**config.mk**
```make
export PLATFORM = sky130hd
export DESIGN_NAME = vsc_regs
export DESIGN_NICKNAME = d
export VERILOG_FILES = /design/src/rtl/vsc_pkg.sv /design/src/rtl/vsc_recode.sv /design/src/rtl/vsc_regs.sv
export SDC_FILE = /design/constraint.sdc
export NUM_CORES = 1
export LEC_CHECK = 0
export ABC_CLOCK_PERIOD_IN_PS = 2000
export BUFFER_PORTS_ARGS = -buffer_cell sky130_fd_sc_hd__buf_2
export CAP_MARGIN = 10
export CORE_ASPECT_RATIO = 1.2
export CORE_UTILIZATION = 45
export CTS_CLUSTER_DIAMETER = 120
export DETAILED_ROUTE_END_ITERATION = 16
export GPL_TIMING_DRIVEN = 1
export HOLD_SLACK_MARGIN = 0.1
export PLACE_DENSITY = 0.75
export SLEW_MARGIN = 40
export SYNTH_ARGS = -nofsm -noshare
export SYNTH_HDL_FRONTEND = slang
export SYNTH_HIERARCHICAL = 1
export SYNTH_SLANG_ARGS = --single-unit
export TNS_END_PERCENT = 10
```
**constraint.sdc**
```tcl
create_clock -name ref_clk_i -period 2 [get_ports ref_clk_i]
set_clock_uncertainty 0.1 [all_clocks]
set_input_delay 0.5 -clock ref_clk_i [delete_from_list [all_inputs] [get_ports ref_clk_i]]
set_output_delay 0.5 -clock ref_clk_i [all_outputs]
set_load 0.03 [all_outputs]
```
**src/rtl/vsc_pkg.sv**
```systemverilog
// Package for the slicer configuration and status register bank.
// Assumes a byte-wide subaddressed register port driven by a serial host.
`default_nettype none
package vsc_pkg;
    localparam logic [7:0] ADDR_FRAME_CODE   = 8'h58;
    localparam logic [7:0] ADDR_SLICE_HORIZ_OFFSET_LOW     = 8'h59;
    localparam logic [7:0] ADDR_SLICE_VERT_OFFSET_LOW     = 8'h5a;
    localparam logic [7:0] ADDR_FIELD_MSBS   = 8'h5b;
    localparam logic [7:0] ADDR_ANC_ID       = 8'h5d;
    localparam logic [7:0] ADDR_SLICED_DATA_SUB_ID         = 8'h5e;
    localparam logic [7:0] ADDR_STAT_DETECT  = 8'h60;
    localparam logic [7:0] ADDR_STAT_LINE_HI = 8'h61;
    localparam logic [7:0] ADDR_STAT_LINE_LO = 8'h62;

    localparam logic [7:0]  RST_FRAME_CODE = 8'h40;
    localparam logic [10:0] RST_SLICE_HORIZ_OFFSET       = 11'h347;
    localparam logic [8:0]  RST_SLICE_VERT_OFFSET       = 9'h003;
    localparam logic [5:0]  RST_DID        = 6'h00;
    localparam logic [5:0]  RST_SLICED_DATA_SUB_ID       = 6'h00;

    localparam int FLD_INVERT_BIT  = 7;
    localparam int FLD_RECODE_BIT  = 6;
    localparam int FLD_SLICE_VERT_OFFSET_MSB_BIT   = 4;
    localparam int FLD_FV_REFERENCE_SELECT_BIT   = 7;
    localparam int LINE_MAX        = 312;

    localparam logic [5:0] DID_SAV_FVREF1 = 6'h3e;
    localparam logic [5:0] DID_SAV_FVREF0 = 6'h3f;

    localparam logic [7:0] BYTE_ZERO      = 8'h00;
    localparam logic [7:0] BYTE_ONES      = 8'hff;
    localparam logic [7:0] BYTE_ZERO_REPL = 8'h03;
    localparam logic [7:0] BYTE_ONES_REPL = 8'hfc;

    localparam logic [3:0] DT_GEN_TEXT = 4'b1000;
    localparam logic [3:0] DT_VITC625  = 4'b1001;
    localparam logic [3:0] DT_VITC525  = 4'b1010;
    localparam logic [3:0] DT_JAPTEXT  = 4'b1101;
    localparam logic [3:0] DT_JFS      = 4'b1110;
endpackage : vsc_pkg
`default_nettype wire

```
**src/rtl/vsc_recode.sv**
```systemverilog
// Sliced output byte recoder: removes reserved 00h and FFh codes.
// Assumes bytes arrive with a valid strobe on the decoder clock.
`default_nettype none
module vsc_recode (
    input  wire logic       ref_clk_i,
    input  wire logic       rst_n_i,
    input  wire logic       recode_en_i,
    input  wire logic       byte_valid_i,
    input  wire logic [7:0] byte_i,
    output logic            byte_valid_o,
    output logic      [7:0] byte_o
);
    logic [7:0] mapped;

    always_comb begin
        mapped = byte_i;
        if (recode_en_i && byte_i == vsc_pkg::BYTE_ZERO) begin
            mapped = vsc_pkg::BYTE_ZERO_REPL;
        end else if (recode_en_i && byte_i == vsc_pkg::BYTE_ONES) begin
            mapped = vsc_pkg::BYTE_ONES_REPL;
        end
    end

    always_ff @(posedge ref_clk_i) begin
        if (!rst_n_i) begin
            byte_valid_o <= 1'b0;
            byte_o       <= 8'h00;
        end else begin
            byte_valid_o <= byte_valid_i;
            byte_o       <= mapped;
        end
    end

    property p_recode_map;
        @(posedge ref_clk_i) disable iff (!rst_n_i)
        byte_valid_i |=> (byte_o == ($past(recode_en_i) ?
            (($past(byte_i) == 8'h00) ? 8'h03 :
             ($past(byte_i) == 8'hff) ? 8'hfc : $past(byte_i)) :
            $past(byte_i)));
    endproperty
    a_recode_map: assert property (p_recode_map)
        else $error("Recoded byte mismatch");
endmodule // vsc_recode
`default_nettype wire

```
**src/rtl/vsc_regs.sv**
```systemverilog
// Slicer configuration and status register bank behind a subaddressed port.
// Assumes the serial host front end issues one-cycle read/write strobes.
`default_nettype none
module vsc_regs (
    input  wire logic       ref_clk_i,
    input  wire logic       rst_n_i,
    // Subaddressed register port
    input  wire logic [7:0] reg_addr_i,
    input  wire logic       reg_wr_i,
    input  wire logic [7:0] reg_wdata_i,
    input  wire logic       reg_rd_i,
    output logic      [7:0] reg_rdata_o,
    output logic            reg_rvalid_o,
    // Slicer core interface
    input  wire logic       frame_code_err_tolerance_i,
    input  wire logic [3:0] data_type_code_i,
    input  wire logic       code_match_exact_i,
    input  wire logic       code_match_one_err_i,
    input  wire logic       service_hit_i,
    input  wire logic       widescreen_hit_i,
    input  wire logic       caption_hit_i,
    input  wire logic       frame_end_i,
    input  wire logic       internal_field_i,
    input  wire logic [8:0] line_number_i,
    input  wire logic       table_field_i,
    input  wire logic       table_vblank_i,
    input  wire logic       decoder_field_signal_i,
    input  wire logic       decoder_vblank_signal_i,
    input  wire logic       slice_byte_valid_i,
    input  wire logic [7:0] slice_byte_i,
    // Configuration outputs toward the slicer, then the recoded output byte stream
    output logic      [7:0] active_frame_code_o,
    output logic            use_prog_code_o,
    output logic            code_accept_o,
    output logic     [10:0] slice_horiz_offset_o,
    output logic      [8:0] slice_vert_offset_o,
    output logic            vert_offset_in_range_o,
    output logic            slicer_field_o,
    output logic            slicer_vblank_o,
    output logic            sav_eav_framing_o,
    output logic      [5:0] anc_did_o,
    output logic      [5:0] anc_sliced_data_sub_id_o,
    output logic            out_byte_valid_o,
    output logic      [7:0] out_byte_o
);
    logic [7:0]  prog_frame_code_reg;
    logic [10:0] slice_horiz_offset_reg;
    logic [8:0]  slice_vert_offset_reg;
    logic        field_invert_reg;
    logic        recode_reg;
    logic        fv_reference_select_reg;
    logic [5:0]  anc_did_reg;
    logic [5:0]  anc_sliced_data_sub_id_reg;

    logic frame_code_exact_seen_reg;
    logic frame_code_one_err_seen_reg;
    logic program_service_seen_reg;
    logic widescreen_seen_reg;
    logic caption_seen_reg;
    logic frame_code_exact_acc_reg;
    logic frame_code_one_err_acc_reg;
    logic program_service_acc_reg;
    logic widescreen_acc_reg;
    logic caption_acc_reg;

    logic       slicer_field_id_reg;
    logic [8:0] line_number_reg;
    logic [3:0] data_type_code_reg;
    logic [7:0] rdata_next;
    logic       fv_field;

    // Configuration writes; status addresses fall through untouched.
    always_ff @(posedge ref_clk_i) begin
        if (!rst_n_i) begin
            prog_frame_code_reg     <= vsc_pkg::RST_FRAME_CODE;
            slice_horiz_offset_reg  <= vsc_pkg::RST_SLICE_HORIZ_OFFSET;
            slice_vert_offset_reg   <= vsc_pkg::RST_SLICE_VERT_OFFSET;
            field_invert_reg        <= 1'b0;
            recode_reg              <= 1'b0;
            fv_reference_select_reg <= 1'b0;
            anc_did_reg             <= vsc_pkg::RST_DID;
            anc_sliced_data_sub_id_reg            <= vsc_pkg::RST_SLICED_DATA_SUB_ID;
        end else if (reg_wr_i) begin
            case (reg_addr_i)
                vsc_pkg::ADDR_FRAME_CODE: begin
                    prog_frame_code_reg <= reg_wdata_i;
                end
                vsc_pkg::ADDR_SLICE_HORIZ_OFFSET_LOW: begin
                    slice_horiz_offset_reg[7:0] <= reg_wdata_i;
                end
                vsc_pkg::ADDR_SLICE_VERT_OFFSET_LOW: begin
                    slice_vert_offset_reg[7:0] <= reg_wdata_i;
                end
                vsc_pkg::ADDR_FIELD_MSBS: begin
                    field_invert_reg <= reg_wdata_i[vsc_pkg::FLD_INVERT_BIT];
                    recode_reg       <= reg_wdata_i[vsc_pkg::FLD_RECODE_BIT];
                    slice_vert_offset_reg[8] <=
                        reg_wdata_i[vsc_pkg::FLD_SLICE_VERT_OFFSET_MSB_BIT];
                    slice_horiz_offset_reg[10:8] <= reg_wdata_i[2:0];
                end
                vsc_pkg::ADDR_ANC_ID: begin
                    fv_reference_select_reg <=
                        reg_wdata_i[vsc_pkg::FLD_FV_REFERENCE_SELECT_BIT];
                    anc_did_reg <= reg_wdata_i[5:0];
                end
                vsc_pkg::ADDR_SLICED_DATA_SUB_ID: begin
                    anc_sliced_data_sub_id_reg <= reg_wdata_i[5:0];
                end
                default: begin
                end
            endcase
        end
    end

    // Per-frame accumulators; results latch at frame end so a read shows
    // the last complete frame rather than a partial one.
    always_ff @(posedge ref_clk_i) begin
        if (!rst_n_i) begin
            frame_code_exact_acc_reg   <= 1'b0;
            frame_code_one_err_acc_reg <= 1'b0;
            program_service_acc_reg    <= 1'b0;
            widescreen_acc_reg         <= 1'b0;
            caption_acc_reg            <= 1'b0;
        end else if (frame_end_i) begin
            frame_code_exact_acc_reg   <= 1'b0;
            frame_code_one_err_acc_reg <= 1'b0;
            program_service_acc_reg    <= 1'b0;
            widescreen_acc_reg         <= 1'b0;
            caption_acc_reg            <= 1'b0;
        end else begin
            frame_code_exact_acc_reg   <= frame_code_exact_acc_reg
                                          | code_match_exact_i;
            frame_code_one_err_acc_reg <= frame_code_one_err_acc_reg
                                          | code_match_one_err_i;
            program_service_acc_reg    <= program_service_acc_reg
                                          | service_hit_i;
            widescreen_acc_reg         <= widescreen_acc_reg
                                          | widescreen_hit_i;
            caption_acc_reg            <= caption_acc_reg | caption_hit_i;
        end
    end

    // Hits in the frame-end cycle still count for the frame just closed.
    always_ff @(posedge ref_clk_i) begin
        if (!rst_n_i) begin
            frame_code_exact_seen_reg   <= 1'b0;
            frame_code_one_err_seen_reg <= 1'b0;
            program_service_seen_reg    <= 1'b0;
            widescreen_seen_reg         <= 1'b0;
            caption_seen_reg            <= 1'b0;
        end else if (frame_end_i) begin
            frame_code_exact_seen_reg   <= frame_code_exact_acc_reg
                                           | code_match_exact_i;
            frame_code_one_err_seen_reg <= frame_code_one_err_acc_reg
                                           | code_match_one_err_i;
            program_service_seen_reg    <= program_service_acc_reg
                                           | service_hit_i;
            widescreen_seen_reg         <= widescreen_acc_reg
                                           | widescreen_hit_i;
            caption_seen_reg            <= caption_acc_reg
                                           | caption_hit_i;
        end
    end

    // Field, line and type snapshot, captured together for consistency.
    always_ff @(posedge ref_clk_i) begin
        if (!rst_n_i) begin
            slicer_field_id_reg <= 1'b0;
            line_number_reg     <= 9'h000;
            data_type_code_reg  <= 4'h0;
        end else begin
            // The slicer's own field view carries the inversion option
            slicer_field_id_reg <= internal_field_i ^ field_invert_reg;
            line_number_reg     <= line_number_i;
            data_type_code_reg  <= data_type_code_i;
        end
    end

    // Field indicator: reference selection; the optional inversion applies to the table field only.
    always_comb begin
        if (fv_reference_select_reg) begin
            fv_field        = decoder_field_signal_i;
            slicer_vblank_o = decoder_vblank_signal_i;
        end else begin
            fv_field        = table_field_i ^ field_invert_reg;
            slicer_vblank_o = table_vblank_i;
        end
    end

    assign slicer_field_o = fv_field;

    assign sav_eav_framing_o =
        (fv_reference_select_reg && anc_did_reg == vsc_pkg::DID_SAV_FVREF1)
        || (!fv_reference_select_reg
            && anc_did_reg == vsc_pkg::DID_SAV_FVREF0);
    assign anc_did_o  = anc_did_reg;
    assign anc_sliced_data_sub_id_o = anc_sliced_data_sub_id_reg;

    assign use_prog_code_o = (data_type_code_i == vsc_pkg::DT_GEN_TEXT)
                          || (data_type_code_i == vsc_pkg::DT_VITC625)
                          || (data_type_code_i == vsc_pkg::DT_VITC525)
                          || (data_type_code_i == vsc_pkg::DT_JAPTEXT)
                          || (data_type_code_i == vsc_pkg::DT_JFS);
    assign active_frame_code_o = prog_frame_code_reg;
    assign code_accept_o = code_match_exact_i
                        || (!frame_code_err_tolerance_i
                            && code_match_one_err_i);

    assign slice_horiz_offset_o   = slice_horiz_offset_reg;
    assign slice_vert_offset_o    = slice_vert_offset_reg;
    assign vert_offset_in_range_o =
        ({23'd0, slice_vert_offset_reg} <= vsc_pkg::LINE_MAX);

    // Readback; status words are assembled from snapshot registers only.
    always_comb begin
        case (reg_addr_i)
            vsc_pkg::ADDR_FRAME_CODE:  rdata_next = prog_frame_code_reg;
            vsc_pkg::ADDR_SLICE_HORIZ_OFFSET_LOW:    rdata_next =
                slice_horiz_offset_reg[7:0];
            vsc_pkg::ADDR_SLICE_VERT_OFFSET_LOW:    rdata_next =
                slice_vert_offset_reg[7:0];
            vsc_pkg::ADDR_FIELD_MSBS:  rdata_next = {field_invert_reg,
                recode_reg, 1'b0, slice_vert_offset_reg[8], 1'b0,
                slice_horiz_offset_reg[10:8]};
            vsc_pkg::ADDR_ANC_ID:      rdata_next = {fv_reference_select_reg,
                1'b0, anc_did_reg};
            vsc_pkg::ADDR_SLICED_DATA_SUB_ID:        rdata_next = {2'b00, anc_sliced_data_sub_id_reg};
            vsc_pkg::ADDR_STAT_DETECT: rdata_next = {1'b0,
                frame_code_exact_seen_reg, frame_code_one_err_seen_reg,
                program_service_seen_reg, widescreen_seen_reg,
                caption_seen_reg, 2'b00};
            vsc_pkg::ADDR_STAT_LINE_HI: rdata_next = {2'b00,
                slicer_field_id_reg, line_number_reg[8:4]};
            vsc_pkg::ADDR_STAT_LINE_LO: rdata_next = {line_number_reg[3:0],
                data_type_code_reg};
            default:                   rdata_next = 8'h00;
        endcase
    end

    always_ff @(posedge ref_clk_i) begin
        if (!rst_n_i) begin
            reg_rdata_o  <= 8'h00;
            reg_rvalid_o <= 1'b0;
        end else begin
            reg_rvalid_o <= reg_rd_i;
            if (reg_rd_i) begin
                reg_rdata_o <= rdata_next;
            end
        end
    end

    vsc_recode u_recode (
        .ref_clk_i    (ref_clk_i),
        .rst_n_i      (rst_n_i),
        .recode_en_i  (recode_reg),
        .byte_valid_i (slice_byte_valid_i),
        .byte_i       (slice_byte_i),
        .byte_valid_o (out_byte_valid_o),
        .byte_o       (out_byte_o)
    );

    property p_fc_write;
        @(posedge ref_clk_i) disable iff (!rst_n_i)
        reg_wr_i && reg_addr_i == vsc_pkg::ADDR_FRAME_CODE |=>
        prog_frame_code_reg == $past(reg_wdata_i);
    endproperty
    a_fc_write: assert property (p_fc_write)
        else $error("Frame code write not stored");
    property p_slice_horiz_offset_hi;
        @(posedge ref_clk_i) disable iff (!rst_n_i)
        reg_wr_i && reg_addr_i == vsc_pkg::ADDR_FIELD_MSBS |=>
        slice_horiz_offset_o[10:8] == $past(reg_wdata_i[2:0])
        && slice_vert_offset_o[8] == $past(reg_wdata_i[4]);
    endproperty
    a_slice_horiz_offset_hi: assert property (p_slice_horiz_offset_hi)
        else $error("Offset msbs not stored");
    property p_sav;
        @(posedge ref_clk_i) disable iff (!rst_n_i)
        sav_eav_framing_o |-> anc_did_o[5:1] == 5'h1f
        && (anc_did_o[0] != fv_reference_select_reg);
    endproperty
    a_sav: assert property (p_sav)
        else $error("SAV/EAV select wrong");
    property p_ro;
        @(posedge ref_clk_i) disable iff (!rst_n_i)
        reg_wr_i && reg_addr_i == vsc_pkg::ADDR_STAT_DETECT && !frame_end_i
        |=> $stable(caption_seen_reg) && $stable(widescreen_seen_reg)
        && $stable(program_service_seen_reg)
        && $stable(frame_code_exact_seen_reg)
        && $stable(frame_code_one_err_seen_reg);
    endproperty
    a_ro: assert property (p_ro)
        else $error("Status changed by write");
    property p_caption;
        @(posedge ref_clk_i) disable iff (!rst_n_i)
        frame_end_i && caption_hit_i |=> caption_seen_reg;
    endproperty
    a_caption: assert property (p_caption)
        else $error("Caption flag lost");
    property p_exact;
        @(posedge ref_clk_i) disable iff (!rst_n_i)
        frame_end_i && code_match_exact_i |=> frame_code_exact_seen_reg;
    endproperty
    a_exact: assert property (p_exact)
        else $error("Exact code flag lost");
    property p_line;
        @(posedge ref_clk_i) disable iff (!rst_n_i)
        reg_rd_i && reg_addr_i == vsc_pkg::ADDR_STAT_LINE_LO |=>
        reg_rvalid_o && reg_rdata_o[3:0] == $past(data_type_code_reg);
    endproperty
    a_line: assert property (p_line)
        else $error("Type readback wrong");
    property p_tol;
        @(posedge ref_clk_i) disable iff (!rst_n_i)
        frame_code_err_tolerance_i && !code_match_exact_i |-> !code_accept_o;
    endproperty
    a_tol: assert property (p_tol)
        else $error("Errored code accepted");
    property p_field_id;
        @(posedge ref_clk_i) disable iff (!rst_n_i)
        rst_n_i |=> slicer_field_id_reg
            == ($past(internal_field_i) ^ $past(field_invert_reg));
    endproperty
    a_field_id: assert property (p_field_id)
        else $error("Field identity snapshot wrong");
endmodule // vsc_regs
`default_nettype wire
```
Word level (Yosys, flattened, before mapping)

Index checks and enable logic that the tools add are counted.

Bitwise logic cells: 8
Reduce and logical (&&, ||, !) cells: 22
$lt $le $gt $ge: 1
Eq/ne operators: 17
Multiplexer cells: 5

Operators with widths:

| operator             | number |
|---|---|
| $eq A8 B7 Y1 const B | 9 |
| $pmux W8 S9          | 1 |
| $eq A4 B4 Y1 const B | 5 |
| $eq A6 B6 Y1 const B | 2 |
| $reduce_and A2 Y1    | 6 |
| $le A9 B9 Y1 const B | 1 |
| $eq A8 B8 Y1 const B | 1 |
| $logic_not A8 Y1     | 1 |
| $mux W8              | 1 |
| $logic_or A1 B1 Y1   | 6 |
| $logic_and A1 B1 Y1  | 5 |
| $or A1 B1 Y1         | 5 |
| $reduce_or A2 Y1     | 2 |
| $logic_not A1 Y1     | 2 |
| $mux W1              | 2 |
| $mux W2              | 1 |
| $xor A1 B1 Y1        | 2 |
| $not A1 Y1           | 1 |

Logic and storage cells: 81
Register bits: 85
Output and inout bits: 64

Longest topological paths before layout

Depth in word-level cells: 5
Gate-level depth with buffers: 8

Modules after synthesis

The synthesis kept the hierarchy.

Modules (own cells, without submodules):

| module     | seq. area each (sq um) | area an instance (sq um) | cells each | times used |
|---|---|---|---|---|
| vsc_regs   | 1,521.5                | 3,298.2                  | 347        | 1 |
| vsc_recode | 180.2                  | 312.8                    | 28         | 1 |

Worst setup path before layout

No wires, ideal clock.

Kind: register to output
Start: register slice_vert_offset_reg[0] (netlist: slice_vert_offset_o[0])
End: output vert_offset_in_range_o
Arrival: 1.436 ns
Stages on the path, launching flop included: 4
Required time: 1.400 ns
Path buffers: 0
Setup slack: -0.036 ns
Path through: dfxtp_1 > nor3_1 > nor2_1 > o31ai_1

Cells in the longest elaborated chain, start to end: 1

RTL lines:

| element                | RTL line        | text |
|---|---|---|
| start, declared        | vsc_regs.sv:48  | `logic [8:0] slice_vert_offset_reg;` |
| start signal, assigned | vsc_regs.sv:77  | `slice_vert_offset_reg <= vsc_pkg::RST_SLICE_VERT_OFFSET;` |
| start signal, assigned | vsc_regs.sv:92  | `slice_vert_offset_reg[7:0] <= reg_wdata_i;` |
| $le A9 B9 Y1           | vsc_regs.sv:212 | `({23'd0, slice_vert_offset_reg} <= vsc_pkg::LINE_MAX);` |
| end, declared          | vsc_regs.sv:37  | `output logic vert_offset_in_range_o,` |

Every way passes these cells.

Final worst setup path

Start: register slice_vert_offset_reg[1] (netlist: slice_vert_offset_o[1])
End: output vert_offset_in_range_o

The elaborated chain is that of the path after synthesis.

==> flow_metrics.env <==
export IMPL_outcome="finished, final reports clean"
export IMPL_end_kind="output port"
export IMPL_drt_iter0_drc=199
export IMPL_portBuffers=117
export IMPL_p_leak_nw=2.29
export IMPL_cap_violations=0
export IMPL_cp_start_kind="flip-flop"
export IMPL_start_util=0.469
export IMPL_yosysTopAreaCellShare=0.471
export IMPL_synthDistinctLibCells=55
export IMPL_clk_latency_ns=0.35
export IMPL_grt_overflow_total=0
export IMPL_vdd_ir_drop_max_v=0.000472
export IMPL_slew_headroom=0.713
export IMPL_fp_dieW_um=83.8
export IMPL_path_clk_slew_ns=0.07
export IMPL_drc=0
export IMPL_clock_tree_buffer_depth=2
export IMPL_ys_seq_area_frac=0.471
export IMPL_diodes=0
export IMPL_grt_max_degree=40
export IMPL_globalplace_congestion=0.903
export IMPL_cts_sinks=85
export IMPL_routedWlPerCell_um=16.0
export IMPL_ys_flop_type="dfxtp_1"
export IMPL_worst_ep_arrival_time_ns=1.34
export IMPL_syn_avg_cell_area_um2=9.63
export IMPL_core_area_um2=7710
export IMPL_largest_reg_flops=11
export IMPL_fp_row_count=35
export IMPL_antenna_found_initial=0
export IMPL_fin_crit_ns=1.94
export IMPL_cts_buffers=9
export IMPL_grt_util_all_layers=0.236
export IMPL_synth_area_top_cells="dfxtp_1, mux2i_1, nor2_1"
export IMPL_syn_to_final_growth_pct=29.8
export IMPL_synth_top_cell_by_area="dfxtp_1"
export IMPL_synth_most_common_cell="dfxtp_1"
export IMPL_ys_warn_count=6
export IMPL_placedCellCount=595
export IMPL_drv_slew=0
export IMPL_vias=3281
export IMPL_crit_required_ns=1.40
export IMPL_worstSetupPathType="flip-flop to output port"
export IMPL_synthTopCellsByCount="dfxtp_1, nor2_1, mux2i_1, nand2_1, and2_1"
export IMPL_worst_pin_slew_ns=0.428
export IMPL_crit_fanout=4
export IMPL_viasPerCell=5.38
export IMPL_finalCritPeriodShare=0.968
export IMPL_dp_hpwl_um=7400
export IMPL_cts_htree_levels=3
export IMPL_finalHoldViolations=0
export IMPL_final_core_util=0.608
export IMPL_cts_root_buf="clkbuf_8"
export IMPL_grt_pass1_wl_um=15500
export IMPL_firstDrtPassIters=4
export IMPL_layout_nets=568
export IMPL_max_freq_ghz=0.516
export IMPL_wirelength_um=9770
export IMPL_postCtsHoldBufs=0
export IMPL_hold_path_class="primary input to flip-flop"
export IMPL_antenna_left=0
export IMPL_finalNonFillerCells=610
export IMPL_die_area_um2=8390
export IMPL_die_h_um=100
export IMPL_power_density_nw_per_um2=694
export IMPL_drive_gt1_frac=0.355
export IMPL_post_cts_repair_setup_buffers=0
export IMPL_synth_area_um2=3610
export IMPL_synth_nets=429
export IMPL_finalSetupViolations=0
export IMPL_synthCells=375
export IMPL_ios=118
export IMPL_grt_pass1_vias=3228
export IMPL_cts_tree="yes"
export IMPL_synth_edf_count=0
export IMPL_rsz0062_at_grt="yes"
export IMPL_ys_ff_latch=85
export IMPL_async_flop_share=0
metal layers:
layer,global-route usage,vias to the layer above,wire [um]
met2,0.392,114,4660
li1,-,1603,-
met5,0,-,0
met3,0.0543,20,612
met1,0.286,1544,4200
met4,0.125,0,304
critical path, stage by stage (launching register included):
cell     delay, ns
dfxtp_2       0.35
nor3_4        0.21
nor2_2        0.07
o31ai_2       0.17
buf_4         0.19
final timing paths:
kind                                              to                                 from  slack [ns]  cells past startpoint
setup / recovery              vert_offset_in_range_o  slice_vert_offset_o[1]$_SDFFE_PN1P_        0.06                      4
hold / removal         line_number_reg[8]$_SDFF_PN0_                     line_number_i[8]        0.26                      2
setup reg to reg         reg_rdata_o[4]$_SDFFE_PN0P_  slice_vert_offset_o[8]$_SDFFE_PN0P_        0.41                      6
hold reg to reg   program_service_acc_reg$_SDFF_PP0_   program_service_acc_reg$_SDFF_PP0_        0.36                      2
metrics by stage:
step                power (W)  instance area (um^2)  hold WS [ns]  setup TNS [ns]  setup slack, ns
floorplan             0.00195                  3620         0.322               0          0.00776
global placement      0.00209                  4470         0.339          -0.343           -0.151
finish                0.00325                  4690         0.257               0           0.0635
global route          0.00337                  4690         0.251         -0.0446          -0.0446
detailed placement    0.00210                  4470         0.355          -0.983           -0.175
CTS                   0.00328                  4680         0.247               0           0.0112
logic make-up (layout without fill, tap and decap cells):
kind of cell / after synthesis / count (layout) / share of synthesized area
AND/OR/NAND/NOR: 143 / 143 / 0.206
flip-flops: 85 / 85 / 0.471
AO/OA/AOI/OAI: 60 / 60 / 0.115
multiplexers: 57 / 57 / 0.166
buffers and inverters: 27 / 170 / 0.0343
XOR/XNOR: 3 / 3 / 0.00728
layout by cell type, fill, tap and decap left out, drive strengths merged, types with 2 or more instances in the layout:
master / instances
buf: 147
dfxtp: 85
nor2: 59
mux2i: 51
nand2: 25
and2: 20
nand3: 16
clkbuf: 14
o21ai: 12
a21oi: 10
a211oi: 8
inv: 7
a22oi: 7
nor3: 5
mux2: 4
nand4: 4
xnor2: 3
a31oi: 3
nor2b: 2
o2bb2ai: 2
a32oi: 2
nand2b: 2
a221oi: 2
mux4: 2
o41ai: 2
or3: 2
o31ai: 2
or2: 2
timing repair:
item                                   4_1_cts  5_1_grt
resized for setup                            4        3
pin swaps                                    1        1
setup endpoints to repair                    2        1
endpoints found under the hold margin        0        0
cell type report:
cell class / count / area, um^2
timing repair buffer: 147 / 838
sequential: 85 / 1710
tap: 92 / 115
inverter: 8 / 30.0
fill: 686 / 3020
multi-input combinational: 263 / 1800
clock inverter: 1 / 30.0
clock buffer: 14 / 163
power by group:
group / switching [W] / internal, W / total (W)
sequential: 0.0000133 / 0.00173 / 0.00174
clock: 0.000546 / 0.000641 / 0.00119
combinational: 0.000195 / 0.000125 / 0.000320
total: 0.000753 / 0.00250 / 0.00325
No activity file was read; power rests on OpenSTA's default activity.
